==> config.mk <==
export PLATFORM = sky130hd
export DESIGN_NAME = led_slot_config_regs
export DESIGN_NICKNAME = d
export VERILOG_FILES = /design/src/rtl/led_slot_cfg_pkg.sv /design/src/rtl/emitter_one_current_calc.sv /design/src/rtl/led_slot_config_regs.sv
export SDC_FILE = /design/constraint.sdc
export NUM_CORES = 1
export LEC_CHECK = 0
export BUFFER_PORTS_ARGS = -buffer_cell sky130_fd_sc_hd__clkbuf_2
export CORE_ASPECT_RATIO = 1.2
export CORE_UTILIZATION = 45
export CTS_CLUSTER_SIZE = 16
export DETAILED_ROUTE_END_ITERATION = 6
export PLACE_DENSITY_LB_ADDON = 0.2
export SLEW_MARGIN = 10
export SYNTH_ARGS = -nofsm -noshare
export SYNTH_HDL_FRONTEND = slang
export SYNTH_SLANG_ARGS = --single-unit
==> constraint.sdc <==
create_clock -name clk_sys_i -period 16.2 [get_ports clk_sys_i]
set_input_delay 3.24 -clock clk_sys_i [delete_from_list [all_inputs] [get_ports clk_sys_i]]
set_output_delay 3.24 -clock clk_sys_i [all_outputs]
set_load 0.005 [all_outputs]
==> src/rtl/led_slot_cfg_pkg.sv <==
package led_slot_cfg_pkg;

    // Host control port widths
    localparam int ADDR_W = 8;
    localparam int DATA_W = 16;

    // Register offsets
    localparam logic [ADDR_W-1:0] SLOT_SEL_ADDR = 8'h14;
    localparam logic [ADDR_W-1:0] CURRENT_CFG_ADDR = 8'h23;

    // Reset values
    localparam logic [DATA_W-1:0] SLOT_SEL_RESET = 16'h0541;
    localparam logic [DATA_W-1:0] CURRENT_CFG_RESET = 16'h3000;

    // Field widths
    localparam int DET_W = 4;
    localparam int EM_W = 2;
    localparam int COARSE_W = 4;
    localparam int FINE_W = 5;
    localparam int RSVD_TOP_W = 4;

    // Field positions in the slot selection register
    localparam int RSVD_TOP_LSB = 12;
    localparam int SEC_DET_LSB = 8;
    localparam int FIRST_DET_LSB = 4;
    localparam int SEC_EM_LSB = 2;
    localparam int FIRST_EM_LSB = 0;

    // Field positions in the emitter one current register
    localparam int SCALE_BIT = 13;
    localparam int COARSE_LSB = 0;

    // Detector and emitter select codes
    localparam logic [DET_W-1:0] DET_PAIR_CODE = 4'h1;
    localparam logic [DET_W-1:0] DET_ALL_CODE = 4'h4;
    localparam logic [EM_W-1:0] EM_ONE_CODE = 2'h1;
    localparam logic [EM_W-1:0] EM_TWO_CODE = 2'h2;

    // Detector masks, bit 0 is channel 1
    localparam logic [DET_W-1:0] DET_PAIR_MASK = 4'hc;
    localparam logic [DET_W-1:0] DET_ALL_MASK = 4'hf;
    localparam logic [DET_W-1:0] DET_NONE_MASK = 4'h0;

    // Current arithmetic widths
    localparam int COARSE_VAL_W = 10;
    localparam int FINE_VAL_W = 11;
    localparam int SCALE_VAL_W = 4;
    localparam int NOMINAL_W = 8;
    localparam int PEAK_W = COARSE_VAL_W + FINE_VAL_W + SCALE_VAL_W;

    // Coarse target in half mA: 28 mA plus 15.5 mA per step
    localparam logic [COARSE_VAL_W-1:0] COARSE_BASE_HALF_MA = 10'h038;
    localparam logic [COARSE_VAL_W-1:0] COARSE_STEP_HALF_MA = 10'h01f;
    // Fine multiplier in thousandths: 0.71 plus 0.024 per step
    localparam logic [FINE_VAL_W-1:0] FINE_BASE_MILLI = 11'h2c6;
    localparam logic [FINE_VAL_W-1:0] FINE_STEP_MILLI = 11'h018;
    // Scale multiplier in tenths: 0.4, or 0.4 plus 0.6
    localparam logic [SCALE_VAL_W-1:0] SCALE_LOW_TENTHS = 4'h4;
    localparam logic [SCALE_VAL_W-1:0] SCALE_STEP_TENTHS = 4'h6;
    // Nominal listed current in mA: 25 mA plus 15 mA per step
    localparam logic [NOMINAL_W-1:0] NOMINAL_BASE_MA = 8'h19;
    localparam logic [NOMINAL_W-1:0] NOMINAL_STEP_MA = 8'h0f;

endpackage

==> src/rtl/emitter_one_current_calc.sv <==
`timescale 1ns/1ps
module emitter_one_current_calc (
    input wire logic clk_sys_i,
    input wire logic sys_rst_i,
    input wire logic scale_bit_i,
    input wire logic [led_slot_cfg_pkg::COARSE_W-1:0] coarse_code_i,
    input wire logic [led_slot_cfg_pkg::FINE_W-1:0] fine_code_i,
    output logic [led_slot_cfg_pkg::SCALE_VAL_W-1:0] scale_tenths_o,
    output logic [led_slot_cfg_pkg::COARSE_VAL_W-1:0] coarse_half_ma_o,
    output logic [led_slot_cfg_pkg::FINE_VAL_W-1:0] fine_milli_o,
    output logic [led_slot_cfg_pkg::NOMINAL_W-1:0] nominal_ma_o,
    output logic [led_slot_cfg_pkg::PEAK_W-1:0] peak_target_o
);
    import led_slot_cfg_pkg::*;

    typedef struct packed {
        logic [SCALE_VAL_W-1:0] scale;
        logic [COARSE_VAL_W-1:0] coarse;
        logic [FINE_VAL_W-1:0] fine;
        logic [NOMINAL_W-1:0] nominal;
        logic [PEAK_W-1:0] peak;
    } calc_state_s;

    calc_state_s state_reg;
    calc_state_s state_next;

    // Multipliers from the codes, peak from last cycle's multipliers
    always_comb begin
        state_next = state_reg;
        state_next.scale = SCALE_LOW_TENTHS + (scale_bit_i ? SCALE_STEP_TENTHS : 4'h0);
        state_next.coarse = COARSE_BASE_HALF_MA
            + COARSE_STEP_HALF_MA * COARSE_VAL_W'(coarse_code_i);
        state_next.fine = FINE_BASE_MILLI + FINE_STEP_MILLI * FINE_VAL_W'(fine_code_i);
        state_next.nominal = NOMINAL_BASE_MA + NOMINAL_STEP_MA * NOMINAL_W'(coarse_code_i);
        state_next.peak = PEAK_W'(state_reg.coarse) * PEAK_W'(state_reg.fine)
            * PEAK_W'(state_reg.scale);
    end

    // State register
    always_ff @(posedge clk_sys_i) begin
        if (sys_rst_i) begin
            state_reg <= '0;
        end else begin
            state_reg <= state_next;
        end
    end

    assign scale_tenths_o = state_reg.scale;
    assign coarse_half_ma_o = state_reg.coarse;
    assign fine_milli_o = state_reg.fine;
    assign nominal_ma_o = state_reg.nominal;
    assign peak_target_o = state_reg.peak;

endmodule

==> src/rtl/led_slot_config_regs.sv <==
`timescale 1ns/1ps
// Functional notes
// Second slot detector code 0x1 connects channels 3,4; 0x4 connects all four.
// First slot detector code 0x1 connects channels 3,4; 0x4 connects all four.
// Second slot emitter code 0x1 pulses emitter one, 0x2 emitter two.
// First slot emitter code 0x1 pulses emitter one, 0x2 emitter two.
// Software writes zero into slot selection bits 15 to 12.
// Scale bit gives multiplier 0.4 plus 0.6 times the bit.
// Coarse target is 28 mA plus 15.5 mA per code step.
// Peak equals coarse times fine times scale; fine is 0.71 plus 0.024 per step.
// Nominal coarse listing is 25 mA plus 15 mA per step.
// Slot selections latched at slot start, applied only during that slot.
module led_slot_config_regs (
    input wire logic clk_sys_i,
    input wire logic sys_rst_i,
    input wire logic [led_slot_cfg_pkg::ADDR_W-1:0] reg_addr_i,
    input wire logic [led_slot_cfg_pkg::DATA_W-1:0] reg_wdata_i,
    input wire logic reg_wr_i,
    input wire logic reg_rd_i,
    input wire logic [led_slot_cfg_pkg::FINE_W-1:0] emitter_one_fine_code_i,
    input wire logic first_slot_start_i,
    input wire logic second_slot_start_i,
    input wire logic first_slot_active_i,
    input wire logic second_slot_active_i,
    output logic [led_slot_cfg_pkg::DATA_W-1:0] reg_rdata_o,
    output logic reg_rvalid_o,
    output logic reg_addr_err_o,
    output logic [led_slot_cfg_pkg::DET_W-1:0] detector_connect_o,
    output logic emitter_one_pulse_o,
    output logic emitter_two_pulse_o,
    output logic emitter_one_scale_o,
    output logic [led_slot_cfg_pkg::COARSE_W-1:0] emitter_one_coarse_code_o,
    output logic [led_slot_cfg_pkg::SCALE_VAL_W-1:0] emitter_one_scale_tenths_o,
    output logic [led_slot_cfg_pkg::COARSE_VAL_W-1:0] emitter_one_coarse_half_ma_o,
    output logic [led_slot_cfg_pkg::FINE_VAL_W-1:0] emitter_one_fine_milli_o,
    output logic [led_slot_cfg_pkg::NOMINAL_W-1:0] emitter_one_nominal_ma_o,
    output logic [led_slot_cfg_pkg::PEAK_W-1:0] emitter_one_peak_target_o
);
    import led_slot_cfg_pkg::*;

    typedef enum logic [1:0] {
        SLOT_IDLE = 2'b00,
        SLOT_FIRST = 2'b01,
        SLOT_SECOND = 2'b10
    } slot_phase_e;

    typedef struct packed {
        logic [DATA_W-1:0] slot_sel;
        logic [DATA_W-1:0] current_cfg;
        logic [DET_W-1:0] first_det;
        logic [EM_W-1:0] first_em;
        logic [DET_W-1:0] second_det;
        logic [EM_W-1:0] second_em;
        slot_phase_e phase;
        logic [DET_W-1:0] det_connect;
        logic em_one;
        logic em_two;
        logic [DATA_W-1:0] rdata;
        logic rvalid;
        logic addr_err;
    } bank_state_s;

    // Registered state and its next value
    bank_state_s state_reg;
    bank_state_s state_next;

    // Pending slot selection, its field codes and the live slot's selection
    logic [DATA_W-1:0] slot_sel_new;
    logic [DET_W-1:0] first_det_code;
    logic [EM_W-1:0] first_em_code;
    logic [DET_W-1:0] second_det_code;
    logic [EM_W-1:0] second_em_code;
    logic [DET_W-1:0] active_det;
    logic [EM_W-1:0] active_em;

    // Detector code to channel mask; reserved codes connect nothing
    function automatic logic [DET_W-1:0] det_mask(input logic [DET_W-1:0] code);
        logic [DET_W-1:0] mask;
        mask = DET_NONE_MASK;
        case (code)
            DET_PAIR_CODE: begin
                mask = DET_PAIR_MASK;
            end
            DET_ALL_CODE: begin
                mask = DET_ALL_MASK;
            end
            default: begin
                mask = DET_NONE_MASK;
            end
        endcase
        return mask;
    endfunction

    // Slot selection value including a write in this very cycle
    always_comb begin
        slot_sel_new = state_reg.slot_sel;
        if (reg_wr_i && (reg_addr_i == SLOT_SEL_ADDR)) begin
            slot_sel_new = reg_wdata_i;
        end
    end

    // Field codes as a start pulse would capture them
    assign first_det_code = slot_sel_new[FIRST_DET_LSB +: DET_W];
    assign first_em_code = slot_sel_new[FIRST_EM_LSB +: EM_W];
    assign second_det_code = slot_sel_new[SEC_DET_LSB +: DET_W];
    assign second_em_code = slot_sel_new[SEC_EM_LSB +: EM_W];

    // Selection of the slot currently being measured
    always_comb begin
        active_det = DET_NONE_MASK;
        active_em = '0;
        case (state_reg.phase)
            SLOT_FIRST: begin
                active_det = state_reg.first_det;
                active_em = state_reg.first_em;
            end
            SLOT_SECOND: begin
                active_det = state_reg.second_det;
                active_em = state_reg.second_em;
            end
            default: begin
                active_det = DET_NONE_MASK;
                active_em = '0;
            end
        endcase
    end

    // Register file, slot latches and drive decode
    always_comb begin
        state_next = state_reg;
        state_next.rvalid = 1'b0;
        state_next.addr_err = 1'b0;

        // Host writes store all sixteen bits
        if (reg_wr_i) begin
            case (reg_addr_i)
                SLOT_SEL_ADDR: begin
                    state_next.slot_sel = reg_wdata_i;
                end
                CURRENT_CFG_ADDR: begin
                    state_next.current_cfg = reg_wdata_i;
                end
                default: begin
                    state_next.addr_err = 1'b1;
                end
            endcase
        end

        // Host reads answer one cycle later; unmapped reads return zero
        if (reg_rd_i) begin
            state_next.rvalid = 1'b1;
            case (reg_addr_i)
                SLOT_SEL_ADDR: begin
                    state_next.rdata = state_reg.slot_sel;
                end
                CURRENT_CFG_ADDR: begin
                    state_next.rdata = state_reg.current_cfg;
                end
                default: begin
                    state_next.rdata = '0;
                    state_next.addr_err = 1'b1;
                end
            endcase
        end

        // Capture each slot's fields at its start
        if (first_slot_start_i) begin
            state_next.first_det = det_mask(first_det_code);
            state_next.first_em = first_em_code;
        end
        if (second_slot_start_i) begin
            state_next.second_det = det_mask(second_det_code);
            state_next.second_em = second_em_code;
        end

        // Slot phase follows the timing core; first slot has priority
        if (first_slot_active_i) begin
            state_next.phase = SLOT_FIRST;
        end else if (second_slot_active_i) begin
            state_next.phase = SLOT_SECOND;
        end else begin
            state_next.phase = SLOT_IDLE;
        end

        // Drive only during the slot; reserved emitter codes pulse nothing
        state_next.det_connect = active_det;
        state_next.em_one = (active_em == EM_ONE_CODE);
        state_next.em_two = (active_em == EM_TWO_CODE);
    end

    // State register
    always_ff @(posedge clk_sys_i) begin
        if (sys_rst_i) begin
            state_reg <= '0;
            state_reg.slot_sel <= SLOT_SEL_RESET;
            state_reg.current_cfg <= CURRENT_CFG_RESET;
            state_reg.phase <= SLOT_IDLE;
        end else begin
            state_reg <= state_next;
        end
    end

    // Emitter one current target arithmetic
    emitter_one_current_calc u_current_calc (
        .clk_sys_i(clk_sys_i),
        .sys_rst_i(sys_rst_i),
        .scale_bit_i(state_reg.current_cfg[SCALE_BIT]),
        .coarse_code_i(state_reg.current_cfg[COARSE_LSB +: COARSE_W]),
        .fine_code_i(emitter_one_fine_code_i),
        .scale_tenths_o(emitter_one_scale_tenths_o),
        .coarse_half_ma_o(emitter_one_coarse_half_ma_o),
        .fine_milli_o(emitter_one_fine_milli_o),
        .nominal_ma_o(emitter_one_nominal_ma_o),
        .peak_target_o(emitter_one_peak_target_o)
    );

    // Outputs straight from the state register
    assign reg_rdata_o = state_reg.rdata;
    assign reg_rvalid_o = state_reg.rvalid;
    assign reg_addr_err_o = state_reg.addr_err;
    assign detector_connect_o = state_reg.det_connect;
    assign emitter_one_pulse_o = state_reg.em_one;
    assign emitter_two_pulse_o = state_reg.em_two;
    assign emitter_one_scale_o = state_reg.current_cfg[SCALE_BIT];
    assign emitter_one_coarse_code_o = state_reg.current_cfg[COARSE_LSB +: COARSE_W];

endmodule

## Word level (Yosys, flattened, before mapping)

Index checks and enable logic that the tools add are counted.

| cells by class | value |
|---|---|
| add/sub/neg operators | 4 |
| multiply operators | 5 |
| equal/unequal tests | 10 |
| muxes and demuxes | 13 |
| reduce and logical (&&, ||, !) cells | 5 |

Operators with widths:

| cell | count |
|---|---|
| one-hot mux 16 bit (2 select lines) | 1 |
| multiplier 21 x 4 -> 25 bit | 1 |
| one-hot mux 4 bit (2 select lines) | 3 |
| multiplier 10 x 11 -> 21 bit | 1 |
| two-way mux 12 bit | 1 |
| adder 10 x 10 -> 11 bit, first input constant | 1 |
| adder 6 x 9 -> 10 bit, first input constant | 1 |
| multiplier 5 x 4 -> 9 bit, first input constant | 1 |
| adder 5 x 8 -> 8 bit, first input constant | 1 |
| equality test 4 x 1 -> 1 bit, second input constant | 2 |
| equality test 4 x 3 -> 1 bit, second input constant | 2 |
| equality test 8 x 5 -> 1 bit, second input constant | 1 |
| equality test 8 x 6 -> 1 bit, second input constant | 1 |
| multiplier 4 x 4 -> 8 bit, first input constant | 1 |
| multiplier 2 x 5 -> 7 bit, first input constant | 1 |
| adder 3 x 4 -> 4 bit, first input constant | 1 |
| equality test 2 x 1 -> 1 bit, second input constant | 2 |
| equality test 2 bit, second input constant | 2 |
| two-way mux 1 bit | 4 |
| two-way mux 2 bit | 2 |
| one-hot mux 2 bit (2 select lines) | 1 |
| AND reduction 2 bit | 2 |
| OR reduction 2 bit | 2 |
| two-way mux 3 bit | 1 |
| logical AND 1 bit | 1 |

| word-level totals | value |
|---|---|
| logic and storage cells | 56 |
| input port bits | 37 |
| output and inout bits | 87 |
| bits in registers | 128 |

## Logic depth before layout (Yosys ltp)

| logic depth | value |
|---|---|
| depth after elaboration | 6 |
| gate-level depth with buffers | 31 |
| mapped depth without buffers | 28 |

## Modules after synthesis

Synthesis repeated with hierarchy kept, for this count alone.

| unflattened totals | value |
|---|---|
| cells, all modules | 1,183 |
| area, all modules | 10,222.3 um^2 |

Modules (own cells, without submodules):

| module | times used | seq. area each (um^2) | area each (um^2) | cells an instance |
|---|---|---|---|---|
| emitter_one_current_calc | 1 | 1,041.0 | 7,518.5 | 868 |
| led_slot_config_regs | 1 | 1,281.2 | 2,703.8 | 315 |

## Worst setup path before layout

OpenSTA, ideal clock, no wires.

| path | value |
|---|---|
| path type | reg-to-reg |
| start | reg u_current_calc.state_reg, in the netlist u_current_calc.coarse_half_ma_o[1] |
| end | reg u_current_calc.state_reg, in the netlist u_current_calc.peak_target_o[23] |
| required time | 16.056 ns |
| setup slack | 8.983 ns |
| stages on the path, launching flop included | 30 |
| clock period less this slack | 7.217 ns |
| arrival | 7.073 ns |
| library setup time | 0.144 ns |
| buffers on the path | 2 |
| cells stage by stage | dfxtp_1 clkbuf_1 nand2_1 fa_1 inv_1 fa_1 inv_1 fa_1 inv_1 fa_1 inv_1 fa_1 inv_1 ha_1 a21o_1 nor3b_1 a211oi_2 a21oi_1 o21a_1 nor3_1 fa_1 ha_1 ha_1 clkbuf_1 a21oi_1 a21oi_1 nor2_1 nor3_1 a311oi_1 o311ai_0 |

| on the way | value |
|---|---|
| word-level cells in the longest chain between the ends | 2 |

Ends and longest elaborated chain:

| item | line | RTL |
|---|---|---|
| from (decl) | emitter_one_current_calc.sv:24 | `calc_state_s state_reg;` |
| from (signal assigned) | emitter_one_current_calc.sv:44 | `state_reg <= state_next;` |
| multiplier 10 x 11 -> 21 bit | emitter_one_current_calc.sv:35 | `state_next.peak = PEAK_W'(state_reg.coarse) * PEAK_W'(state_reg.fine)` |
| multiplier 21 x 4 -> 25 bit | emitter_one_current_calc.sv:36 | `* PEAK_W'(state_reg.scale);` |

Every way passes these cells.
A chain may end at the register's enable or synchronous reset.

## Final worst setup path

Ends and elaborated chain as after synthesis.

==> impl_metrics.csv <==
group,metric,value,unit
grt,grt.total_usage,20.3,%
synthesis,synth-async-reset-ratio,0,%
worst_setup_path,crit_fanout,14,
pwr,p_total,0.896,mW
drt,num_vias,7830,
drt,drc,0,
timing,final.setup.worst_slack,8.44,ns
drt,vias_per_cell,5.27,
synthesis,ys_seq_elements,115,
worst_hold_path,hold_path.class,"reg2reg",
synthesis,synth_top_cell_by_area,"dfxtp_1",
cells_and_area,layout.cells.non_filler,1487,
clocking,post_cts_buffers,0,
worst_hold_path,holdPathStages,2,
drt,first_iter_violations,222,
grt,grt_pass1_wl,37600,um
timing,slew_violations,0,
clocking,cts.sinks,115,
clocking,cts_inserted_buffers,17,
synthesis,yosysUniqueCellTypes,59,
timing,finalSetupViolCount,0,
clocking,cts_tree,"built",
floorplanning,start_util,46.3,%
floorplanning,die_w,139,um
run,maxCapViolations,0,
synthesis,ys_seq_area_share,22.7,%
synthesis,yosysWarnings,0,
worst_setup_path,crit_path_end_kind,"flip-flop",
synthesis,syn_area,10100,um2
worst_setup_path,cp.required,16.48,ns
cells_and_area,final_cell_mix,"130 x ha_1, 125 x inv_1, 118 x clkbuf_2",
synthesis,syn-instance-count,1132,
placed_design,dp.cells,1455,
timing,fin_crit,7.76,ns
drt,drt_wl_total,22200,um
drt,ant_nets,0,
grt,grt-ovfl-total,0,
placed_design,portBuffers,119,
timing,fmax,0.129,GHz
floorplanning,dieArea,23100,um2
floorplanning,fp-row-count,59,
worst_setup_path,start_kind,"flip-flop",
floorplanning,die_height,166,um
run_status,status,"completed",
timing,finalCritPeriodShare,47.9,%
placed_design,hpwlAfterDp,17400,um
cells_and_area,largest_register_ffs,37,
placed_design,post-place-ws,8.43,ns
worst_setup_path,arrival,8.04,ns
clocking,clk_latency,0.43,ns
timing,hold_viol,0,
timing,setup-tns-final,0,ns
floorplanning,core,21900,um2
floorplanning,ios,124,
cells_and_area,final_common_cell,"ha_1",
grt,grt_max_degree,86,
synthesis,synth_edf_count,0,
worst_setup_path,path_class,"reg2reg",
drt,dr.pass1.iters,6,
synthesis,netlist.area_leader.share,22.7,%
cells_and_area,drive_gt1_share,13.6,%
clocking,cts_resized,0,
grt,antenna_found_initial,0,
cells_and_area,area_growth,11.7,%
timing,skew,0.0116,ns
pwr,vdd_drop_max,0.0762,mV
pwr,p_leak,5.99,nW
cells_and_area,nets,1450,
clocking,root_buffer,"clkbuf_16",
clocking,clk_pin_slew,0.05,ns
pwr,power.density,79.3,nW/um2
cells_and_area,fin_util,51.7,%
timing,max_slew_margin,24.5,%
synthesis,syn_avg_cell_area,8.94,um2
drt,wire_per_inst,14.9,um
clocking,cts-htree-levels,4,
timing,tightest_slew,1.13,ns
worst_setup_path,rr_worst_depth,25,
clocking,cts_hold_buf,0,
clocking,cts_buffer_depth,2,
synthesis,synth-main-ff-cell,"dfxtp_1",
placed_design,gp_congestion,0.839,
grt,grt_pass1_vias,7896,
cells_and_area,diodes,0,
synthesis,synthTopCellsByArea,"dfxtp_1 23%, fa_1 16%, ha_1 16%",
timing,rsz0062_at_grt,"false",
==> final cells by class <==
type,count,area [um2]
clock buffers,21,450
repair buffers,122,621
inverters,125,469
flip-flops and latches,115,2300
well taps,274,343
clock inverters,11,175
fillers,2113,10500
multi-input cells,819,6940
==> worst max-delay path: stages (launching register included) <==
cell and delay (ns):
dfxtp_1 0.64, nand2_1 0.22, fa_1 0.54, fa_1 0.51, inv_1 0.06, fa_1 0.51
fa_1 0.54, inv_1 0.05, fa_1 0.53, inv_1 0.04, ha_1 0.39, nand4_1 0.17
nor4_2 0.07, a211oi_2 0.38, a21oi_1 0.14, o21a_1 0.19, nor3_1 0.37, fa_1 0.47
ha_1 0.31, ha_1 0.41, a21oi_1 0.30, a21oi_1 0.11, nor2_1 0.18, nor3_1 0.07
a311oi_1 0.25, o311ai_0 0.16
==> power breakdown <==
part | internal (mW) | switching (mW)
logic | 0.0756 | 0.105
clock network | 0.262 | 0.143
registers | 0.297 | 0.0138
total | 0.635 | 0.262
==> routing by layer <==
| metal | vias to the layer above | track usage (%) | share of wire (%) |
|---|---|---|---|
| li1 | 3879 | - | - |
| met5 | - | 0 | 0 |
| met2 | 146 | 36.1 | 50 |
| met1 | 3766 | 23.1 | 42 |
| met3 | 39 | 4.90 | 4.8 |
| met4 | 0 | 8.79 | 2.9 |
==> cell families after synthesis <==
| family | count (synthesis) | share of synthesized area (%) |
|---|---|---|
| and+or+nand+nor | 345 | 16.5 |
| adders and majority gates | 213 | 32.5 |
| buffers and inverters | 201 | 8.74 |
| AOI/OAI and AO/OA | 187 | 13.1 |
| DFF | 115 | 22.7 |
| xor gates and xnor gates | 46 | 3.98 |
| muxes | 24 | 2.39 |
| other | 1 | 0.0371 |
==> Yosys cell counts (18+ instances only) <==
| cell type | number |
|---|---|
| ha_1 | 130 |
| inv_1 | 125 |
| dfxtp_1 | 115 |
| nand2_1 | 102 |
| nor2_1 | 92 |
| fa_1 | 83 |
| and2_1 | 70 |
| a21oi_1 | 42 |
| buf_4 | 32 |
| clkbuf_1 | 32 |
| a211oi_1 | 25 |
| xnor2_1 | 24 |
| a21o_1 | 23 |
| mux2i_1 | 23 |
| xor2_1 | 22 |
| a22oi_1 | 20 |
| nor2b_1 | 19 |
| nor3_1 | 19 |
| o21ai_0 | 18 |
==> metrics by stage <==
stage	instance area, um2	hold slack (ns)
after detailed placement	10700	0.441
after CTS	11300	0.456
after floorplan	10100	0.420
after global placement	10700	0.443
final	11300	0.453
after global routing	11300	0.476
==> worst paths after layout <==
kind | from | endpoint | slack [ns]
hold / removal | state_reg[68] | state_reg[68] | 0.45
hold reg to reg | state_reg[68] | state_reg[68] | 0.45
setup / recovery | u_current_calc.coarse_half_ma_o[1] | u_current_calc.peak_target_o[23] | 8.44
setup reg to reg | u_current_calc.coarse_half_ma_o[1] | u_current_calc.peak_target_o[23] | 8.44
(Power assumes the default switching activity.)
